===== config.mk =====
export PLATFORM = sky130hd
export DESIGN_NAME = hspc_top
export DESIGN_NICKNAME = d
export VERILOG_FILES = /design/src/verilog/hspc_temp.v /design/src/verilog/hspc_smbus.v /design/src/verilog/hspc_top.v
export VERILOG_INCLUDE_DIRS = /design/src /design/src/verilog
export SDC_FILE = /design/constraint.sdc
export NUM_CORES = 1
export LEC_CHECK = 0
export BUFFER_PORTS_ARGS = -buffer_cell sky130_fd_sc_hd__buf_2
export CAP_MARGIN = 20
export CORE_MARGIN = 4
export CORE_UTILIZATION = 35
export DETAILED_ROUTE_END_ITERATION = 10
export GPL_TIMING_DRIVEN = 0
export PLACE_DENSITY = 0.55
export SLEW_MARGIN = 30
export SYNTH_ARGS = -nofsm -noshare
export SYNTH_HDL_FRONTEND = slang
export SYNTH_SLANG_ARGS = --single-unit

===== constraint.sdc =====
create_clock -name clk -period 3.5 [get_ports clk]
set_input_delay 0 -clock clk [delete_from_list [all_inputs] [get_ports clk]]
set_output_delay 0 -clock clk [all_outputs]
set_load 0.01 [all_outputs]

===== src/verilog/hspc_defines.vh =====
// Purpose: shared constants of the hot-swap supervision logic
// Assumes: 50 MHz clk
// Notes:   offsets are management-bus command codes
`ifndef HSPC_DEFINES_VH
`define HSPC_DEFINES_VH
// Command codes
`define HSPC_CMD_OPER     8'h03
`define HSPC_CMD_CLEAR    8'h04
`define HSPC_CMD_OT_FAULT 8'h4F
`define HSPC_CMD_OT_WARN  8'h51
`define HSPC_CMD_VSTAT    8'h80
`define HSPC_CMD_TEMP     8'h8D
`define HSPC_CMD_MASK     8'hD8
`define HSPC_CMD_SETUP    8'hD9
`define HSPC_CMD_DIAG     8'hE1
// Reset values
`define HSPC_OPER_RST     8'h80
`define HSPC_OPER_OFF     8'h00
`define HSPC_OT_FAULT_RST 16'h0096
`define HSPC_OT_WARN_RST  16'h007D
`define HSPC_MASK_RST     16'h0000
`define HSPC_SETUP_RST    8'h00
`define HSPC_ADDR_BASE    7'h40
// Field positions
`define HSPC_OPER_ON      7
`define HSPC_VSTAT_SHORT  7
`define HSPC_DG_SHORT     0
`define HSPC_DG_LATCH     1
`define HSPC_DG_OTW       2
`define HSPC_DG_OTF       3
`define HSPC_DG_UV        4
`define HSPC_DG_OV        5
`define HSPC_DG_GATE      6
// Timing
`define HSPC_CLK_MHZ      50
`define HSPC_TEMP_US      1000
`define HSPC_TEMP_CYC     (`HSPC_TEMP_US * `HSPC_CLK_MHZ)
`define HSPC_PULSE_CYC    16'd50
`define HSPC_RESTART_CYC  16'd1000
`endif


===== src/verilog/hspc_temp.v =====
// Purpose: diode drive sequencer and sample capture
// Assumes: converter result temp_adc is on clk
// Notes:   one high-current step per period
`timescale 1ns/100ps
`include "hspc_defines.vh"
module hspc_temp #(
  parameter PERIOD_CYC = `HSPC_TEMP_CYC
) (
  // Clock and reset
  input  wire        clk,
  input  wire        srst,
  // Converter side
  input  wire [15:0] temp_adc,
  output reg         diode_hi_q,
  // Result
  output reg  [15:0] temp_q,
  output reg         done_q
);
  reg [31:0] cnt_q;

  // Period counter; pulse steps up drive, its end captures a sample
  always @(posedge clk) begin
    if (srst) begin
      cnt_q      <= 32'h0;
      diode_hi_q <= 1'b0;
      temp_q     <= 16'h0000;
      done_q     <= 1'b0;
    end else begin
      done_q <= 1'b0;
      if (cnt_q == PERIOD_CYC - 1) begin
        cnt_q      <= 32'h0;
        diode_hi_q <= 1'b1;
      end else begin
        cnt_q <= cnt_q + 32'h1;
      end
      if (diode_hi_q && cnt_q == {16'h0, `HSPC_PULSE_CYC}) begin
        diode_hi_q <= 1'b0;
        temp_q     <= temp_adc;
        done_q     <= 1'b1;
      end
    end
  end
endmodule


===== src/verilog/hspc_smbus.v =====
// Purpose: management-bus target, byte/word write and read
// Assumes: scl and sda sampled through two flip-flops
// Notes:   first data byte is low byte; sda_oe_n low drives low
`timescale 1ns/100ps
module hspc_smbus (
  // Clock and reset
  input  wire        clk,
  input  wire        srst,
  // Pins
  input  wire        scl_in,
  input  wire        sda_in,
  output reg         sda_oe_n,
  // Address
  input  wire [6:0]  addr,
  input  wire        addr_ok,
  // Register side
  output reg  [7:0]  cmd_q,
  output reg         wr_stb_q,
  output reg         wr_hi_q,
  output reg  [7:0]  wr_byte_q,
  input  wire [15:0] rd_word
);
  localparam ST_IDLE = 3'd0;
  localparam ST_ADDR = 3'd1;
  localparam ST_AACK = 3'd2;
  localparam ST_WR   = 3'd3;
  localparam ST_WACK = 3'd4;
  localparam ST_RD   = 3'd5;
  localparam ST_RACK = 3'd6;
  reg [2:0] st_q;
  reg [2:0] bit_q;
  reg [1:0] nbyte_q;
  reg [7:0] sh_q;
  reg       rd_q;
  reg       ack_q;
  reg       scl_s1, scl_s2, scl_p, sda_s1, sda_s2, sda_p;
  wire      scl_rise = scl_s2 & ~scl_p;
  wire      scl_fall = ~scl_s2 & scl_p;
  wire      start    = scl_s2 & scl_p & sda_p & ~sda_s2;
  wire      stop     = scl_s2 & scl_p & ~sda_p & sda_s2;
  wire [7:0] inb     = {sh_q[6:0], sda_s2};
  wire [7:0] rdb     = nbyte_q[0] ? rd_word[15:8] : rd_word[7:0];

  // Pin synchronisers
  always @(posedge clk) begin
    scl_s1 <= scl_in;
    scl_s2 <= scl_s1;
    scl_p  <= scl_s2;
    sda_s1 <= sda_in;
    sda_s2 <= sda_s1;
    sda_p  <= sda_s2;
  end

  // Bit-level state machine
  always @(posedge clk) begin
    if (srst) begin
      st_q <= ST_IDLE; bit_q <= 3'd0; nbyte_q <= 2'd0; sh_q <= 8'h00;
      rd_q <= 1'b0; ack_q <= 1'b0; sda_oe_n <= 1'b1; cmd_q <= 8'h00;
      wr_stb_q <= 1'b0; wr_hi_q <= 1'b0; wr_byte_q <= 8'h00;
    end else begin
      wr_stb_q <= 1'b0;
      if (stop) begin
        st_q <= ST_IDLE; sda_oe_n <= 1'b1;
      end else if (start) begin
        st_q <= ST_ADDR; bit_q <= 3'd0; nbyte_q <= 2'd0; sda_oe_n <= 1'b1;
      end else begin
        case (st_q)
          ST_ADDR, ST_WR: begin
            if (scl_rise) begin
              sh_q  <= inb;
              bit_q <= bit_q + 3'd1;
              if (bit_q == 3'd7 && st_q == ST_ADDR) begin
                rd_q  <= sda_s2;
                ack_q <= 1'b0;
                st_q  <= (addr_ok && inb[7:1] == addr) ? ST_AACK : ST_IDLE;
              end else if (bit_q == 3'd7) begin
                ack_q <= 1'b0;
                st_q  <= ST_WACK;
                if (nbyte_q == 2'd0) begin
                  cmd_q <= inb;
                end else begin
                  wr_stb_q  <= 1'b1;
                  wr_hi_q   <= nbyte_q[1];
                  wr_byte_q <= inb;
                end
                if (nbyte_q != 2'd3) nbyte_q <= nbyte_q + 2'd1;
              end
            end
          end
          ST_AACK, ST_WACK: begin
            if (scl_fall && !ack_q) begin
              sda_oe_n <= 1'b0;
              ack_q    <= 1'b1;
            end else if (scl_fall) begin
              bit_q <= 3'd0;
              if (st_q == ST_AACK && rd_q) begin
                st_q     <= ST_RD;
                sda_oe_n <= rdb[7];
                sh_q     <= {rdb[6:0], 1'b0};
              end else begin
                st_q     <= ST_WR;
                sda_oe_n <= 1'b1;
              end
            end
          end
          ST_RD: begin
            if (scl_fall) begin
              sda_oe_n <= sh_q[7];
              sh_q     <= {sh_q[6:0], 1'b0};
            end else if (scl_rise) begin
              bit_q <= bit_q + 3'd1;
              if (bit_q == 3'd7) st_q <= ST_RACK;
            end
          end
          ST_RACK: begin
            if (scl_fall) begin
              sda_oe_n <= 1'b1;
            end else if (scl_rise && sda_s2) begin
              st_q <= ST_IDLE;
            end else if (scl_rise) begin
              nbyte_q <= nbyte_q + 2'd1;
              sh_q    <= nbyte_q[0] ? 8'hFF : rd_word[15:8];
              bit_q   <= 3'd0;
              st_q    <= ST_RD;
            end
          end
          default: sda_oe_n <= 1'b1;
        endcase
      end
    end
  end
endmodule


===== src/verilog/hspc_top.v =====
// Purpose: supervision and control logic of a hot-swap protector
// Assumes: analog comparators deliver levels; converter on clk
// Notes:   gate_on_q drives the analog gate driver enable
// Overview of operation
// - Once per millisecond step diode current high, otherwise keep low bias.
// - Default limits raise alert when temperature exceeds 125 degrees.
// - Default limits turn pass switch off above 150 degrees.
// - Host rewrites warning (51h) and shutdown (4Fh) limits; compares use them.
// - Temperature read command 8Dh returns latest measurement.
// - Sense above 4mV with gate low sets shorted flag in 80h and E1h.
// - Shorted flag pulls alert low unless masked in D8h.
// - Enable pin low or overvoltage pin high forces gate off.
// - Toggling enable pin clears latched-off state after retries exhausted.
// - Enable and overvoltage pins never alter address or settings.
// - Latch address from three-level pins once supply exceeds 2.6V.
// - Reference pin low postpones address capture and resets all registers.
// - After reference release, latch address once reference exceeds 2.4V.
// - Operation register 03h: 80h enables output, 0h disables it.
// - Retry count 0,1,2,4,8,16 or unlimited chosen in setup register.
// - Latched-off bit in diagnostic_summary stays high while latched.
`timescale 1ns/100ps
`include "hspc_defines.vh"
module hspc_top #(
  parameter TEMP_CYC = `HSPC_TEMP_CYC
) (
  // Clock and reset
  input  wire        clk,
  input  wire        rst_n,
  // Management bus pins
  input  wire        scl_in,
  input  wire        sda_in,
  output reg         sda_out,
  output wire        sda_oe_n,
  output reg         smba_out,
  output reg         smba_oe_n,
  // Reference and supply comparators
  input  wire        vref_low_n,
  input  wire        vref_above,
  input  wire        supply_above,
  // Address select pins, 00 ground 01 open 10 high
  input  wire [1:0]  address_select_0,
  input  wire [1:0]  address_select_1,
  input  wire [1:0]  address_select_2,
  // Protection comparators
  input  wire        enable_undervolt_pin,
  input  wire        overvolt_pin,
  input  wire        sense_over_4mv,
  input  wire        gate_is_low,
  input  wire        fault_timeout,
  // Temperature
  input  wire [15:0] temp_adc,
  output wire        diode_hi_q,
  // Gate control
  output reg         gate_on_q
);
  // Tri-level pin value
  function [6:0] tri_val;
    input [1:0] p;
    begin
      tri_val = (p == 2'b10) ? 7'd2 : (p == 2'b01) ? 7'd1 : 7'd0;
    end
  endfunction

  // Retry limit from setup code; 5'h1F means unlimited
  function [4:0] retry_lim;
    input [2:0] c;
    begin
      case (c)
        3'd0: retry_lim = 5'd0;
        3'd1: retry_lim = 5'd1;
        3'd2: retry_lim = 5'd2;
        3'd3: retry_lim = 5'd4;
        3'd4: retry_lim = 5'd8;
        3'd5: retry_lim = 5'd16;
        default: retry_lim = 5'h1F;
      endcase
    end
  endfunction

  // Synchronised pin levels
  reg [1:0]  ref_s, rab_s, sup_s, en_s, ov_s, sns_s, gl_s, ft_s;
  reg [5:0]  adr_s1, adr_s2;
  reg        ft_p, en_p;
  wire       srst = ~rst_n | ~ref_s[1];
  // Registers
  reg [7:0]  oper_q;
  reg [15:0] otf_lim_q, otw_lim_q, mask_q, lo_q;
  reg [7:0]  setup_q;
  reg [6:0]  addr_q;
  reg        addr_ok_q;
  reg        short_q, otw_q, otf_q, latch_q, uv_q, ov_q;
  reg [4:0]  retries_q;
  reg [15:0] rwait_q;
  reg        rwait_on_q;
  reg [15:0] rd_word;
  wire [7:0] cmd;
  wire       wr_stb, wr_hi;
  wire [7:0] wr_byte;
  wire [15:0] temp;
  wire       done;
  wire [7:0] vstat = {short_q, 7'h00};
  wire [15:0] diag = {9'h000, gate_on_q, ov_q, uv_q, otf_q, otw_q, latch_q, short_q};
  wire       clr = wr_stb & ~wr_hi & (cmd == `HSPC_CMD_CLEAR);
  wire       ft_ev = ft_s[1] & ~ft_p;

  // Two-stage synchronisers on every comparator and address pin
  always @(posedge clk) begin
    if (!rst_n) begin
      ref_s <= 2'b00; rab_s <= 2'b00; sup_s <= 2'b00; en_s <= 2'b00;
      ov_s <= 2'b00; sns_s <= 2'b00; gl_s <= 2'b00; ft_s <= 2'b00;
      adr_s1 <= 6'h00; adr_s2 <= 6'h00;
    end else begin
      ref_s <= {ref_s[0], vref_low_n};
      rab_s <= {rab_s[0], vref_above};
      sup_s <= {sup_s[0], supply_above};
      en_s  <= {en_s[0], enable_undervolt_pin};
      ov_s  <= {ov_s[0], overvolt_pin};
      sns_s <= {sns_s[0], sense_over_4mv};
      gl_s  <= {gl_s[0], gate_is_low};
      ft_s  <= {ft_s[0], fault_timeout};
      adr_s1 <= {address_select_2, address_select_1, address_select_0};
      adr_s2 <= adr_s1;
    end
  end

  // Address capture, held off while the reference pin is low
  always @(posedge clk) begin
    if (srst) begin
      addr_q    <= 7'h00;
      addr_ok_q <= 1'b0;
    end else if (!addr_ok_q && sup_s[1] && rab_s[1]) begin
      addr_q    <= `HSPC_ADDR_BASE + 7'd9 * tri_val(adr_s2[5:4])
                   + 7'd3 * tri_val(adr_s2[3:2]) + tri_val(adr_s2[1:0]);
      addr_ok_q <= 1'b1;
    end
  end

  // Register writes; only the reset path and bus writes touch settings
  always @(posedge clk) begin
    if (srst) begin
      oper_q    <= `HSPC_OPER_RST;
      otf_lim_q <= `HSPC_OT_FAULT_RST;
      otw_lim_q <= `HSPC_OT_WARN_RST;
      mask_q    <= `HSPC_MASK_RST;
      setup_q   <= `HSPC_SETUP_RST;
      lo_q      <= 16'h0000;
    end else if (wr_stb && !wr_hi) begin
      lo_q <= {8'h00, wr_byte};
      if (cmd == `HSPC_CMD_OPER) oper_q <= wr_byte;
      if (cmd == `HSPC_CMD_SETUP) setup_q <= wr_byte;
    end else if (wr_stb) begin
      if (cmd == `HSPC_CMD_OT_FAULT) otf_lim_q <= {wr_byte, lo_q[7:0]};
      if (cmd == `HSPC_CMD_OT_WARN) otw_lim_q <= {wr_byte, lo_q[7:0]};
      if (cmd == `HSPC_CMD_MASK) mask_q <= {wr_byte, lo_q[7:0]};
    end
  end

  // Read data selected by the current command
  always @* begin
    if (cmd == `HSPC_CMD_OPER) rd_word = {8'h00, oper_q};
    else if (cmd == `HSPC_CMD_OT_FAULT) rd_word = otf_lim_q;
    else if (cmd == `HSPC_CMD_OT_WARN) rd_word = otw_lim_q;
    else if (cmd == `HSPC_CMD_VSTAT) rd_word = {8'h00, vstat};
    else if (cmd == `HSPC_CMD_TEMP) rd_word = temp;
    else if (cmd == `HSPC_CMD_MASK) rd_word = mask_q;
    else if (cmd == `HSPC_CMD_SETUP) rd_word = {8'h00, setup_q};
    else if (cmd == `HSPC_CMD_DIAG) rd_word = diag;
    else rd_word = 16'h0000;
  end

  // Sticky event flags; a new event wins over a clear
  always @(posedge clk) begin
    if (srst) begin
      short_q <= 1'b0; otw_q <= 1'b0; otf_q <= 1'b0;
      uv_q <= 1'b0; ov_q <= 1'b0;
    end else begin
      if (sns_s[1] && (gl_s[1] || !gate_on_q)) short_q <= 1'b1;
      else if (clr) short_q <= 1'b0;
      if (done && temp > otw_lim_q) otw_q <= 1'b1;
      else if (clr) otw_q <= 1'b0;
      if (done && temp > otf_lim_q) otf_q <= 1'b1;
      else if (clr) otf_q <= 1'b0;
      if (!en_s[1]) uv_q <= 1'b1;
      else if (clr) uv_q <= 1'b0;
      if (ov_s[1]) ov_q <= 1'b1;
      else if (clr) ov_q <= 1'b0;
    end
  end

  // Retry counting, restart wait and latched-off state
  always @(posedge clk) begin
    if (srst) begin
      ft_p <= 1'b0; en_p <= 1'b0; latch_q <= 1'b0;
      retries_q <= 5'd0; rwait_q <= 16'h0000; rwait_on_q <= 1'b0;
    end else begin
      ft_p <= ft_s[1];
      en_p <= en_s[1];
      if (rwait_on_q) begin
        if (rwait_q == `HSPC_RESTART_CYC - 16'd1) rwait_on_q <= 1'b0;
        rwait_q <= rwait_q + 16'd1;
      end
      if (ft_ev) begin
        if (retry_lim(setup_q[2:0]) == 5'h1F
            || retries_q < retry_lim(setup_q[2:0])) begin
          if (retries_q != 5'h1E) retries_q <= retries_q + 5'd1;
          rwait_on_q <= 1'b1;
          rwait_q    <= 16'h0000;
        end else begin
          latch_q <= 1'b1;
        end
      end else if (!en_s[1] && en_p) begin
        latch_q   <= 1'b0;
        retries_q <= 5'd0;
      end else if (wr_stb && !wr_hi && cmd == `HSPC_CMD_OPER
                   && wr_byte == `HSPC_OPER_OFF) begin
        latch_q   <= 1'b0;
        retries_q <= 5'd0;
      end
    end
  end

  // Gate drive and alert outputs
  always @(posedge clk) begin
    if (srst) begin
      gate_on_q <= 1'b0;
      sda_out   <= 1'b0;
      smba_out  <= 1'b0;
      smba_oe_n <= 1'b1;
    end else begin
      gate_on_q <= oper_q[`HSPC_OPER_ON] & en_s[1] & ~ov_s[1]
                   & ~latch_q & ~otf_q & ~rwait_on_q & ~ft_s[1];
      sda_out   <= 1'b0;
      smba_out  <= 1'b0;
      smba_oe_n <= ~|(diag[3:0] & ~mask_q[3:0] & 4'hD);
    end
  end

  // Temperature sampling
  hspc_temp #(
    .PERIOD_CYC (TEMP_CYC)
  ) u_temp (
    .clk        (clk),
    .srst       (srst),
    .temp_adc   (temp_adc),
    .diode_hi_q (diode_hi_q),
    .temp_q     (temp),
    .done_q     (done)
  );

  // Management bus target
  hspc_smbus u_bus (
    .clk       (clk),
    .srst      (srst),
    .scl_in    (scl_in),
    .sda_in    (sda_in),
    .sda_oe_n  (sda_oe_n),
    .addr      (addr_q),
    .addr_ok   (addr_ok_q),
    .cmd_q     (cmd),
    .wr_stb_q  (wr_stb),
    .wr_hi_q   (wr_hi),
    .wr_byte_q (wr_byte),
    .rd_word   (rd_word)
  );
endmodule


Yosys cells after proc, flatten, opt, wreduce, memory -nomap -nowiden --
Cells that the tools add are included.
Storage, ports and cells: register bits after elaboration 233, bits in latches 0, RAM bits 0, bits in read-only memories 0, input port bits 34, memories kept 0
Operators by class: add/sub/neg operators 8, multiply operators 2, divide/modulo/power cells 0, $lt $le $gt $ge 3, equality and inequality tests 68, shift-type cells 0, muxes and demuxes 96, bitwise gates (word level) 40, reductions and logical operators 60
Operators with widths (number):
- 2-to-1 mux 16 bit | 9
- 2-to-1 mux 8 bit | 11
- 2-to-1 mux 3 bit | 20
- equality test 8 bit (second input constant) | 5
- 2-to-1 mux 5 bit | 7
- adder 32 x 1 -> 32 bit (second input constant) | 1
- equality test 32 x 16 -> 1 bit (second input constant) | 1
- equality test 32 x 6 -> 1 bit (second input constant) | 1
- greater-than comparator 16 bit | 2
- case mux 8 bit (4 select lines) | 1
- inequality test 3 x 1 -> 1 bit (second input constant) | 10
- case mux 5 bit (6 select lines) | 1
- 2-to-1 mux 1 bit | 29
- 2-to-1 mux 2 bit | 12
- inequality test 2 x 1 -> 1 bit (second input constant) | 12
- case mux 3 bit (4 select lines) | 2
- NOT 1 bit | 21
- AND reduction 10 bit | 2
- equality test 3 bit (second input constant) | 6
- adder 16 x 1 -> 16 bit (second input constant) | 1
- AND 1 bit | 16
- equality test 16 x 10 -> 1 bit (second input constant) | 1
- equality test 8 x 7 -> 1 bit (second input constant) | 2
- logical AND 1 bit | 15
- other kinds (50) | 89

Longest topological paths before layout --
Gate-level depths: netlist of the first run.
depth in word-level cells 14, mapped depth 14, gate-level depth less buffers 14

By module --
A second synthesis of the first run with hierarchy kept.
Unflattened totals: cells, all modules 1355, area total of the unflattened synthesis 11617.4 sq um
Modules (own cells, without submodules):
- hspc_top | times used 1, cells each 819, area an instance 6894.1 sq um, seq. area each 2782.7 sq um
- hspc_temp | times used 1, cells each 266, area an instance 2368.5 sq um, seq. area each 1001.0 sq um
- hspc_smbus | times used 1, cells each 270, area an instance 2354.8 sq um, seq. area each 860.8 sq um

Worst setup path after synthesis of the first run --
OpenSTA, ideal clock, no wires.
path kind flip-flop to flip-flop, start register adr_s2[5], end register addr_q[5], setup time 0.134 ns, arrival time 2.592 ns, data required time 3.366 ns, path slack 0.774 ns, cell stages (with the launch flop) 15, path buffers 0, cell sequence dfxtp_1 -> nor2b_1 -> inv_1 -> ha_1 -> inv_1 -> ha_1 -> inv_1 -> fa_1 -> inv_1 -> ha_1 -> inv_1 -> fa_1 -> nor2b_1 -> o311ai_0 -> a21oi_1
Between the ends: word-level cells in the longest chain between the ends 7, elaborated cells on any way between the ends 8, classes of those cells add/sub: 3; mul: 1; eq/ne: 2; mux: 2
RTL lines:
- start, declared | line hspc_top.v:82 | reg [5:0] adr_s1, adr_s2;
- start signal, assigned | line hspc_top.v:122 | adr_s2 <= adr_s1;
- equality test 2 x 1 -> 1 bit | line hspc_top.v:60 | tri_val = (p == 2'b10) ? 7'd2 : (p == 2'b01) ? 7'd1 : 7'd0;
- 2-to-1 mux 1 bit | line hspc_top.v:60
- 2-to-1 mux 2 bit * | line hspc_top.v:60
- multiplier 4 x 2 -> 6 bit * | line hspc_top.v:132 | addr_q <= `HSPC_ADDR_BASE + 7'd9 * tri_val(adr_s2[5:4])
- adder 7 x 6 -> 7 bit (no line) *
- adder 7 x 4 -> 7 bit (no line) *
- adder 7 x 2 -> 7 bit (no line) *
- end signal, assigned | line hspc_top.v:132
- end, declared | line hspc_top.v:89 | reg [6:0] addr_q;
Every way passes the cells marked *; elsewhere a longest branch is shown, timed or not. A chain may end at the register's enable or synchronous reset.

Worst setup path after layout of the first run --
Same ends and word-level chain as after synthesis.

==> results.yml, run 1 <==
timing:
  setup_viol_count_final: 0
  layout_min_cycle_time_ps: 3000
  max_freq_mhz: 334
  hold_viol: 0
  rsz0062_at_grt: "false"
  fin_skew_ps: 26.1
  drv_slew: 0
  period_share_pct: 85.6
  fin_tns_setup_ps: 0
  setup_ws_ps: 504
  worst_slew_pin_slew_ps: 883
  max_slew_margin_pct: 41.2
routing:
  vias: 10300
  drt-initial-drc-count: 966
  firstDrtPassIters: 5
  totalWireLength_mm: 35.5
  drc: 0
  viasPerCell: 5.37
  wl_per_cell_um: 18.5
  antenna_left: 0
power_and_ir_drop:
  p_sw_w: 0.00121
  p_per_area_nw_per_um2: 422
  seqPwrFrac_pct: 47.3
  leakage_nw: 4.78
  clkPwrFrac_pct: 50.2
  ir_worst_vdd_v: 0.000411
  power.internal_w: 0.00444
  switching_share_pct: 21.4
  combPwrFrac_pct: 2.5
synth:
  syn_avg_cell_area_um2: 8.37
  synth.most_common_cell: "dfxtp_1"
  yosys.area.top_type_share_pct: 40.6
  ys_async_sr_fraction_pct: 0
  yosys-top-cells-area: "dfxtp_1 41%, nand2_1 6.3%, ha_1 6.0%"
  syn_inst: 1367
  synth_edf_count: 0
  syn_area_um2: 11400
  seq_area_frac_synth_pct: 40.6
  ys.warnings.count: 0
  synth.distinct_cells: 84
  synthFlopType: "dfxtp_1"
  yosys-top-cells-count: "232 x dfxtp_1, 191 x nand2_1, 129 x nor2_1, 96 x a21oi_1, 57 x inv_1"
  synth_seq_cells: 232
  synth_top_area_cell: "dfxtp_1"
setup_path:
  path_class: "reg2reg"
  crit_required_ps: 3890
  critPathMaxFanout: 4
  end_kind: "flop"
  cp.arrival_ps: 3390
  cp-start-kind: "flop"
  ff2ff_setup_slack_ps: 500
clock_tree:
  cts_root_buf: "clkbuf_16"
  htree_levels: 1
  clock_path_buffers: 3
  clkTransAtPathRegs_ps: 60
  cts_buffers: 26
  post_cts_buffers: 0
  cts_tree: "done"
  clock-sinks: 232
  clk_latency_ps: 550
finish:
  nets: 1557
  nFillCells: 3285
  diodes: 0
  syn_to_final_growth_pct: 17.0
  drive_gt1_share_pct: 8.36
floorplan:
  core_region_area_um2: 31900
  fp.dieW_um: 189
  die_area_um2: 35600
  die_h_um: 189
  num_io_pins: 40
  rows: 65
  start_util_pct: 35.9
placement:
  post-place-ws_ps: 505
  dp.final_hpwl_mm: 26.1
  io_buffers: 37
  place_congestion: 0.987
global_routing:
  grt_max_degree: 14
  track_usage_pct: 19.4
  grt_first_pass_wirelength_mm: 55.7
  grt_pass1_vias: 9839
  antenna_found_initial: 0
  grt_overflow: 0
outcome:
  status: "complete, no violations"
min_path:
  hold_path_class: "in2reg"
job:
  drv_cap: 0
## repair_timing
action / in CTS / in global routing
resized for setup: 0 / 0
hold buffers: 33 / 0
endpoints found under the hold margin: 36 / 0
## kinds of logic after synthesis
logic type	share of synthesized area (%)
and+or+nand+nor	24.4
DFF	40.6
xor gates and xnor gates	4.13
adders and majority gates	6.36
muxes	3.60
buffers and inverters	4.89
AOI/OAI and AO/OA	16.0
other	0.0328
## final timing paths
kind                      from      endpoint  cells past startpoint
setup / recovery     adr_s2[5]     addr_q[5]                     14
hold / removal          sda_in  u_bus.sda_s1                      2
setup reg to reg     adr_s2[5]     addr_q[5]                     14
hold reg to reg   u_bus.sda_s1  u_bus.sda_s2                      0
## final cells by class
class	instances	area (um^2)	share of cell area [%]
plain buffers	79	347	2.59
clock buffers	38	756	5.64
clock inverters	8	129	0.962
inverters	57	214	1.60
multi-input cells	1000	6240	46.6
flip-flops and latches	232	4640	34.7
well taps	435	544	4.06
repair buffers	70	515	3.85
## sequential cells by signal (all words and copies together) (netlist names), 3 cells and up
signal	count
u_temp.cnt_q	32
mask_q	16
otf_lim_q	16
otw_lim_q	16
rwait_q	16
u_temp.temp_q	16
lo_q	8
oper_q	8
setup_q	8
u_bus.cmd_q	8
u_bus.sh_q	8
u_bus.wr_byte_q	8
addr_q	7
adr_s1	6
adr_s2	6
retries_q	5
u_bus.bit_q	3
u_bus.st_q	3
## cells in the final DEF (no fill, tap or decap), types with 6 or more instances in the layout
cell,count
or3_1,8
o21ai_0,48
o211ai_1,13
nor4_1,11
and3_1,20
dlygate4sd3_1,33
xnor2_1,24
nor3_1,28
nand4_1,27
nor2b_1,19
clkbuf_8,6
a22oi_1,16
nand2_1,191
xor2_1,30
and4_1,7
inv_1,57
a21oi_1,96
clkbuf_16,26
clkbuf_1,56
ha_1,55
nand3_1,41
a31oi_1,8
and2_1,36
dfxtp_1,232
o21a_1,7
mux2i_1,40
o22ai_1,7
buf_2,55
nand2b_1,11
a211oi_1,8
a21o_1,7
nor2_1,129
## power by group through the flow
stage / registers (W) / logic (W) / clock network, W
3_5_place_dp: 0.00273 / 0.000113 / 0
4_1_cts: 0.00267 / 0.000141 / 0.00290
6_report: 0.00267 / 0.000140 / 0.00284
5_1_grt: 0.00267 / 0.000157 / 0.00301
2_1_floorplan: 0.00273 / 0.0000638 / 0
3_3_place_gp: 0.00273 / 0.000111 / 0
## worst max-delay path: stages, from the launching register on
cell      delay [ps]
dfxtp_1          320
nor2b_1          280
inv_1             80
ha_1             280
inv_1             30
ha_1             260
inv_1             50
fa_1             530
inv_1             40
ha_1             200
inv_1             70
fa_1             200
nor2b_1           50
o311ai_0         350
a21oi_1          110
## layer usage
layer / track usage, % / wire (um) / vias up / share of wire (%)
li1: - / - / 4998 / -
met4: 6.33 / 1280 / 0 / 3.6
met5: 0 / 0 / - / 0
met3: 3.11 / 2540 / 71 / 7.2
met1: 28.2 / 16600 / 4906 / 47
met2: 29.5 / 15100 / 339 / 42
## stage by stage
stage	utilization, %	power [W]	instance area (um^2)	cells	hold slack (ps)
2_1_floorplan	-	0.00279	11400	1368	27.7
3_3_place_gp	38.2	0.00284	12200	1840	104
3_5_place_dp	38.2	0.00284	12200	1840	106
4_1_cts	42.0	0.00571	13400	1919	91.8
5_1_grt	42.0	0.00584	13400	1919	121
6_report	42.0	0.00565	13400	1919	111
Note: power is estimated with default switching activity, not from simulation.
==> inputs of run 2 (changes only) <==
- CORE_ASPECT_RATIO: default -> 1.5
- PLACE_DENSITY: 0.55 -> 0.57
- clock period: 3.5 -> 2.5 ns (I/O delays scaled with it)
==> run 2 against run 1 <==
Effect of this change: the flow now finishes with violations (setup timing); core utilization rose by 0.51 points; clock power up 38%; combinational power rose by 52%; first-iteration DRC count down 37%; sequential share of layout area fell by 0.52 points; global-route usage is 1.3 points higher; routed wire length grew 7.0%; fmax up 12%; power rose by 39%; critical endpoint unchanged; largest cell class unchanged.
==> results.yml, run 2 (synthesis results as in run 1) <==
floorplan:
  rows: 80
  die_area_um2: 35700
  num_io_pins: 40
  start_util_pct: 35.7
  core_region_area_um2: 32000
  fp.dieW_um: 156
  die_h_um: 229
finish:
  largest_register_ffs: 32
  multi_input_area_um2: 6400
  nets: 1564
  syn_to_final_growth_pct: 19.0
  diodes: 0
  max_flop_register: "u_temp.cnt_q"
  layout_commonest_cell: "dfxtp_1"
  regArea_um2: 4650
  finalInstanceArea_um2: 13600
  layout_common_cells: "226 x dfxtp_1, 191 x nand2_1, 127 x nor2_1"
  nFillCells: 3239
  drive_gt1_share_pct: 11.5
setup_path:
  r2r-start: "adr_s2[5]"
  cp-start-kind: "flop"
  critical_path.max_stage_delay_ps: 560
  path_common_cell: "inv_2"
  crit_family: "adder cells"
  end_kind: "flop"
  cp_cell_sequence: "nor2b_4 -> inv_2 -> ha_4 -> inv_2 -> ha_4 -> inv_2 -> fa_2 -> inv_2 -> ha_4 -> inv_2 -> fa_2 -> nor2b_1 -> o311ai_1 -> a21oi_1"
  critPathSlowestCell: "fa_2"
  critPathMaxFanout: 2
  cp.arrival_ps: 3060
  crit_path_start: "adr_s2[5]"
  worst-path-buf-inv: 5
  crit_required_ps: 2900
  path_class: "reg2reg"
routing:
  firstDrtPassIters: 5
  drc: 0
  wl_met2_mm: 18.8
  wl_met3_mm: 1.44
  vias: 10200
  antenna_left: 0
  routedLengthMet1_mm: 15.1
  top_layer_used: "met4"
  viasPerCell: 5.39
  wl_per_cell_um: 20.0
  totalWireLength_mm: 38.0
  drt-initial-drc-count: 604
clock_tree:
  cts_root_buf: "clkbuf_16"
  clock-sinks: 232
  cts_buffers: 25
  clkTransAtPathRegs_ps: 60
  clk_latency_ps: 550
  htree_levels: 1
  cts_tree: "done"
  clock_path_buffers: 3
timing:
  worst_slew_pin_slew_ps: 927
  drv_slew: 0
  hold_viol: 0
  layout_min_cycle_time_ps: 2670
  setup_viol_count_final: 4
  hold-worst-slack_ps: 91.5
  max_freq_mhz: 375
  setup_ws_ps: -166
  fin_skew_ps: 11.1
  max_slew_margin_pct: 38.2
  period_share_pct: 107
  rsz0062_at_grt: "true"
min_path:
  min_from: "scl_in"
  hold_path_class: "in2reg"
global_routing:
  grt_first_pass_wirelength_mm: 57.9
  grt_max_degree: 15
  track_usage_pct: 20.8
  grt_pass1_vias: 10000
  grt_overflow: 0
  antenna_found_initial: 0
placement:
  dp.final_hpwl_mm: 28.5
  place_congestion: 0.996
  io_buffers: 37
  post_dp_cell_area_um2: 12200
power_and_ir_drop:
  p_per_area_nw_per_um2: 578
  ir_worst_vdd_v: 0.000502
  leakage_nw: 4.86
job:
  drv_cap: 0
outcome:
  violations: "setup timing"
  status: "finished, violations left"
[run 2: cell types whose count changed in the layout (fill, tap and decap cells not counted), sizes merged]
cell         change
buf              +2
clkbuf           -3
clkinv           +2
dlygate4sd3      +4
inv              +2
[run 2: timing repair]
item,CTS,global route
buffers inserted,2,3
endpoints found under the hold margin,48,0
cloned,0,0
hold buffers,37,0
endpoints found under the setup margin,42,66
gates resized for setup,13,38
pin swaps,7,15
[run 2: report_power, final]
part	leakage, nW	switching (W)	internal [W]
registers	1.88	0.0000147	0.00372
clock network	0.430	0.00161	0.00232
logic	2.55	0.000107	0.000106
total	4.86	0.00173	0.00615
[run 2: area by class of cell]
class                           instances  area share [%]
Buffer                                 78            2.70
Clock buffer                           33            5.18
Clock inverter                         12            1.22
Inverter                               57            1.57
Multi-Input combinational cell       1000            47.0
Sequential cell                       232            34.2
Tap cell                              410            3.77
Timing Repair Buffer                   79            4.36
[run 2: path summary, 6_finish.rpt]
path | endpoint | slack, ps | cells past startpoint
min reg2reg | u_bus.scl_s2 | 330 | 0
max | addr_q[5] | -170 | 14
min | u_bus.scl_s1 | 90 | 2
max reg2reg | addr_q[5] | -170 | 14
[run 2: routing by layer]
metal	global-route usage (%)	vias to the layer above
met1	23.6	4855
li1	-	5016
met3	2.68	99
met5	0	-
met2	36.1	278
met4	13.2	0
[run 2: stage by stage]
step	utilization [%]	std cells	setup WS [ps]	power, W	TNS, ps
floorplan	-	1368	-56.8	0.00391	-164
global placement	38.0	1815	-316	0.00398	-6620
detailed placement	38.0	1815	-307	0.00398	-6970
CTS	42.1	1898	-231	0.00796	-687
global route	42.5	1901	-317	0.00815	-1600
finish	42.5	1901	-166	0.00788	-427
==> inputs of run 3 (changes only) <==
- SYNTH_HIERARCHICAL: default -> 1
==> run 3 against run 2 <==
Effect of this change: the flow still finishes with violations (setup timing); critical endpoint unchanged; synthesized cell count down 0.88%; highest routed layer unchanged; setup slack better by 61 ps; sequential power about the same; die area up 1.5%; final area up 3.2%; sequential share of layout area down 1.0 points; fmax up 2.3%; largest cell class unchanged; core utilization up 0.40 points; global-route usage down 2.9 points; flip-flop and latch count unchanged.
==> results.yml, run 3 <==
floorplan:
  die_h_um: 231
  core_region_area_um2: 32700
  num_io_pins: 40
  die_area_um2: 36200
  start_util_pct: 35.5
  fp.dieW_um: 157
  rows: 81
finish:
  layout_commonest_cell: "dfxtp_1"
  finalInstanceArea_um2: 14000
  fin_cells: 1915
  largest_register_ffs: 32
  layout_common_cells: "224 x dfxtp_1, 199 x nand2_1, 87 x a21oi_1"
  diodes: 0
  syn_to_final_growth_pct: 20.9
  regArea_um2: 4650
  nFillCells: 3215
  max_flop_register: "u_temp/cnt_q"
  drive_gt1_share_pct: 15.3
  multi_input_area_um2: 6600
  nets: 1572
setup_path:
  cp.arrival_ps: 3030
  critPathMaxFanout: 2
  reg2regPathDepth: 12
  ff2ff_setup_slack_ps: -110
  r2r-start: "adr_s2[5]"
  cp-start-kind: "flop"
  crit_required_ps: 2920
  end_kind: "flop"
  reg2reg_to: "addr_q[5]"
  path_class: "reg2reg"
global_routing:
  grt_max_degree: 16
  grt_first_pass_wirelength_mm: 52.9
  antenna_found_initial: 0
  grt_pass1_vias: 10100
  grt_overflow: 0
  track_usage_pct: 17.8
synth:
  synth.most_common_cell: "dfxtp_1"
  yosys.area.top_type_share_pct: 40.0
  synth_edf_count: 0
  seq_area_frac_synth_pct: 40.0
  synthFlopType: "dfxtp_1"
  yosys-top-cells-count: "232 x dfxtp_1, 201 x nand2_1, 89 x a21oi_1, 86 x nor2_1, 59 x inv_1"
  synth.distinct_cells: 86
  syn_inst: 1355
  synth_top_area_cell: "dfxtp_1"
  ys.warnings.count: 6
  syn_area_um2: 11600
  yosys-top-cells-area: "dfxtp_1 40%, nand2_1 6.5%, ha_1 5.9%"
  synth_seq_cells: 232
  syn_avg_cell_area_um2: 8.57
  ys_async_sr_fraction_pct: 0
timing:
  setup_viol_count_final: 3
  drv_slew: 0
  period_share_pct: 104
  rsz0062_at_grt: "true"
  layout_min_cycle_time_ps: 2610
  max_slew_margin_pct: 43.2
  setup_ws_ps: -105
  max_freq_mhz: 384
  worst_slew_pin_slew_ps: 843
  fin_skew_ps: 8.46
  hold_viol: 0
placement:
  io_buffers: 37
  place_congestion: 0.905
  post_dp_cell_area_um2: 12400
  dp_cells: 1808
  dp.final_hpwl_mm: 24.0
power_and_ir_drop:
  ir_worst_vdd_v: 0.000505
  leakage_nw: 5.09
  p_per_area_nw_per_um2: 576
job:
  drv_cap: 0
routing:
  viasPerCell: 5.39
  drc: 0
  vias: 10300
  wl_per_cell_um: 17.3
  drt-initial-drc-count: 616
  antenna_left: 0
  firstDrtPassIters: 5
  totalWireLength_mm: 33.1
clock_tree:
  clock_path_buffers: 3
  cts_root_buf: "clkbuf_16"
  cts_tree: "done"
  clock-sinks: 232
  cts_buffers: 25
  clkTransAtPathRegs_ps: 60
  clk_latency_ps: 530
  htree_levels: 1
min_path:
  holdPathEnd: "u_bus/scl_s1"
  min_from: "scl_in"
  hold_depth: 2
  hold_path_class: "in2reg"
outcome:
  status: "finished, violations left"
  violations: "setup timing"
[run 3: cell type report]
class | count | area share [%]
plain buffers | 69 | 2.59
clock inverters | 13 | 1.43
well taps | 415 | 3.70
multi-input cells | 993 | 47.0
clock buffers | 33 | 5.10
repair buffers | 100 | 5.44
flip-flops and latches | 232 | 33.1
inverters | 60 | 1.63
[run 3: metrics by stage]
step / worst slack [ps] / power, W / util (%) / TNS (ps) / hold WS, ps
after floorplan: -59.6 / 0.00392 / - / -59.6 / 27.7
final: -105 / 0.00808 / 42.9 / -224 / 110
after CTS: -139 / 0.00818 / 42.4 / -211 / 90.9
after global routing: -227 / 0.00835 / 42.9 / -1620 / 106
after global placement: -1150 / 0.00399 / 37.8 / -63200 / 110
after detailed placement: -1120 / 0.00399 / 37.8 / -61660 / 111
[run 3: worst max path at each step]
stage | slack, ps | from | endpoint
floorplan | -60 | adr_s2[5] | addr_q[5]
global placement | -1150 | ref_s[1] | u_temp/temp_q[2]
detailed placement | -1120 | ref_s[1] | u_temp/temp_q[2]
CTS | -140 | adr_s2[5] | addr_q[5]
global route | -230 | adr_s2[5] | addr_q[5]
finish | -110 | adr_s2[5] | addr_q[5]
[run 3: layer usage]
layer	GRT usage, %	wire length, um
met5	0	0
met4	6.81	1200
met3	2.26	1490
met2	32.0	16900
met1	21.3	13600
[run 3: worst max-delay path: stages, from the launching register on]
cell and delay [ps]:
dfxtp_2 330, nor2b_4 170, ha_4 220, ha_4 260
inv_2 30, fa_1 490, inv_2 50, ha_4 150
fa_2 340, a211oi_2 220, nor3_2 70, a21oi_1 120
nor2_1 60
[run 3: report_power, final]
part	total (W)	internal (W)	switching, W
registers	0.00374	0.00372	0.0000120
logic	0.000232	0.000115	0.000117
clock network	0.00412	0.00254	0.00158
total	0.00808	0.00638	0.00171
[run 3: repair_timing]
action	4_1_cts	5_1_grt
endpoints found under the hold margin	34	0
hold buffers	41	0
resized for setup	32	23
endpoints found under the setup margin	91	74
pin swaps	15	14
setup buffers	10	13
cloned	0	0
[run 3: cell families (layout without fill, tap and decap cells)]
kind of cell    after synthesis  after routing  share of synthesized area (%)
simple gates                579            579                           25.9
compound gates              261            261                           15.2
flops                       232            232                           40.0
buf+inv                     131            275                           4.90
fa+ha+maj                    57             57                           6.27
mux                          54             54                           4.66
xor+xnor                     40             40                           3.02
other cells                   1              2                         0.0323
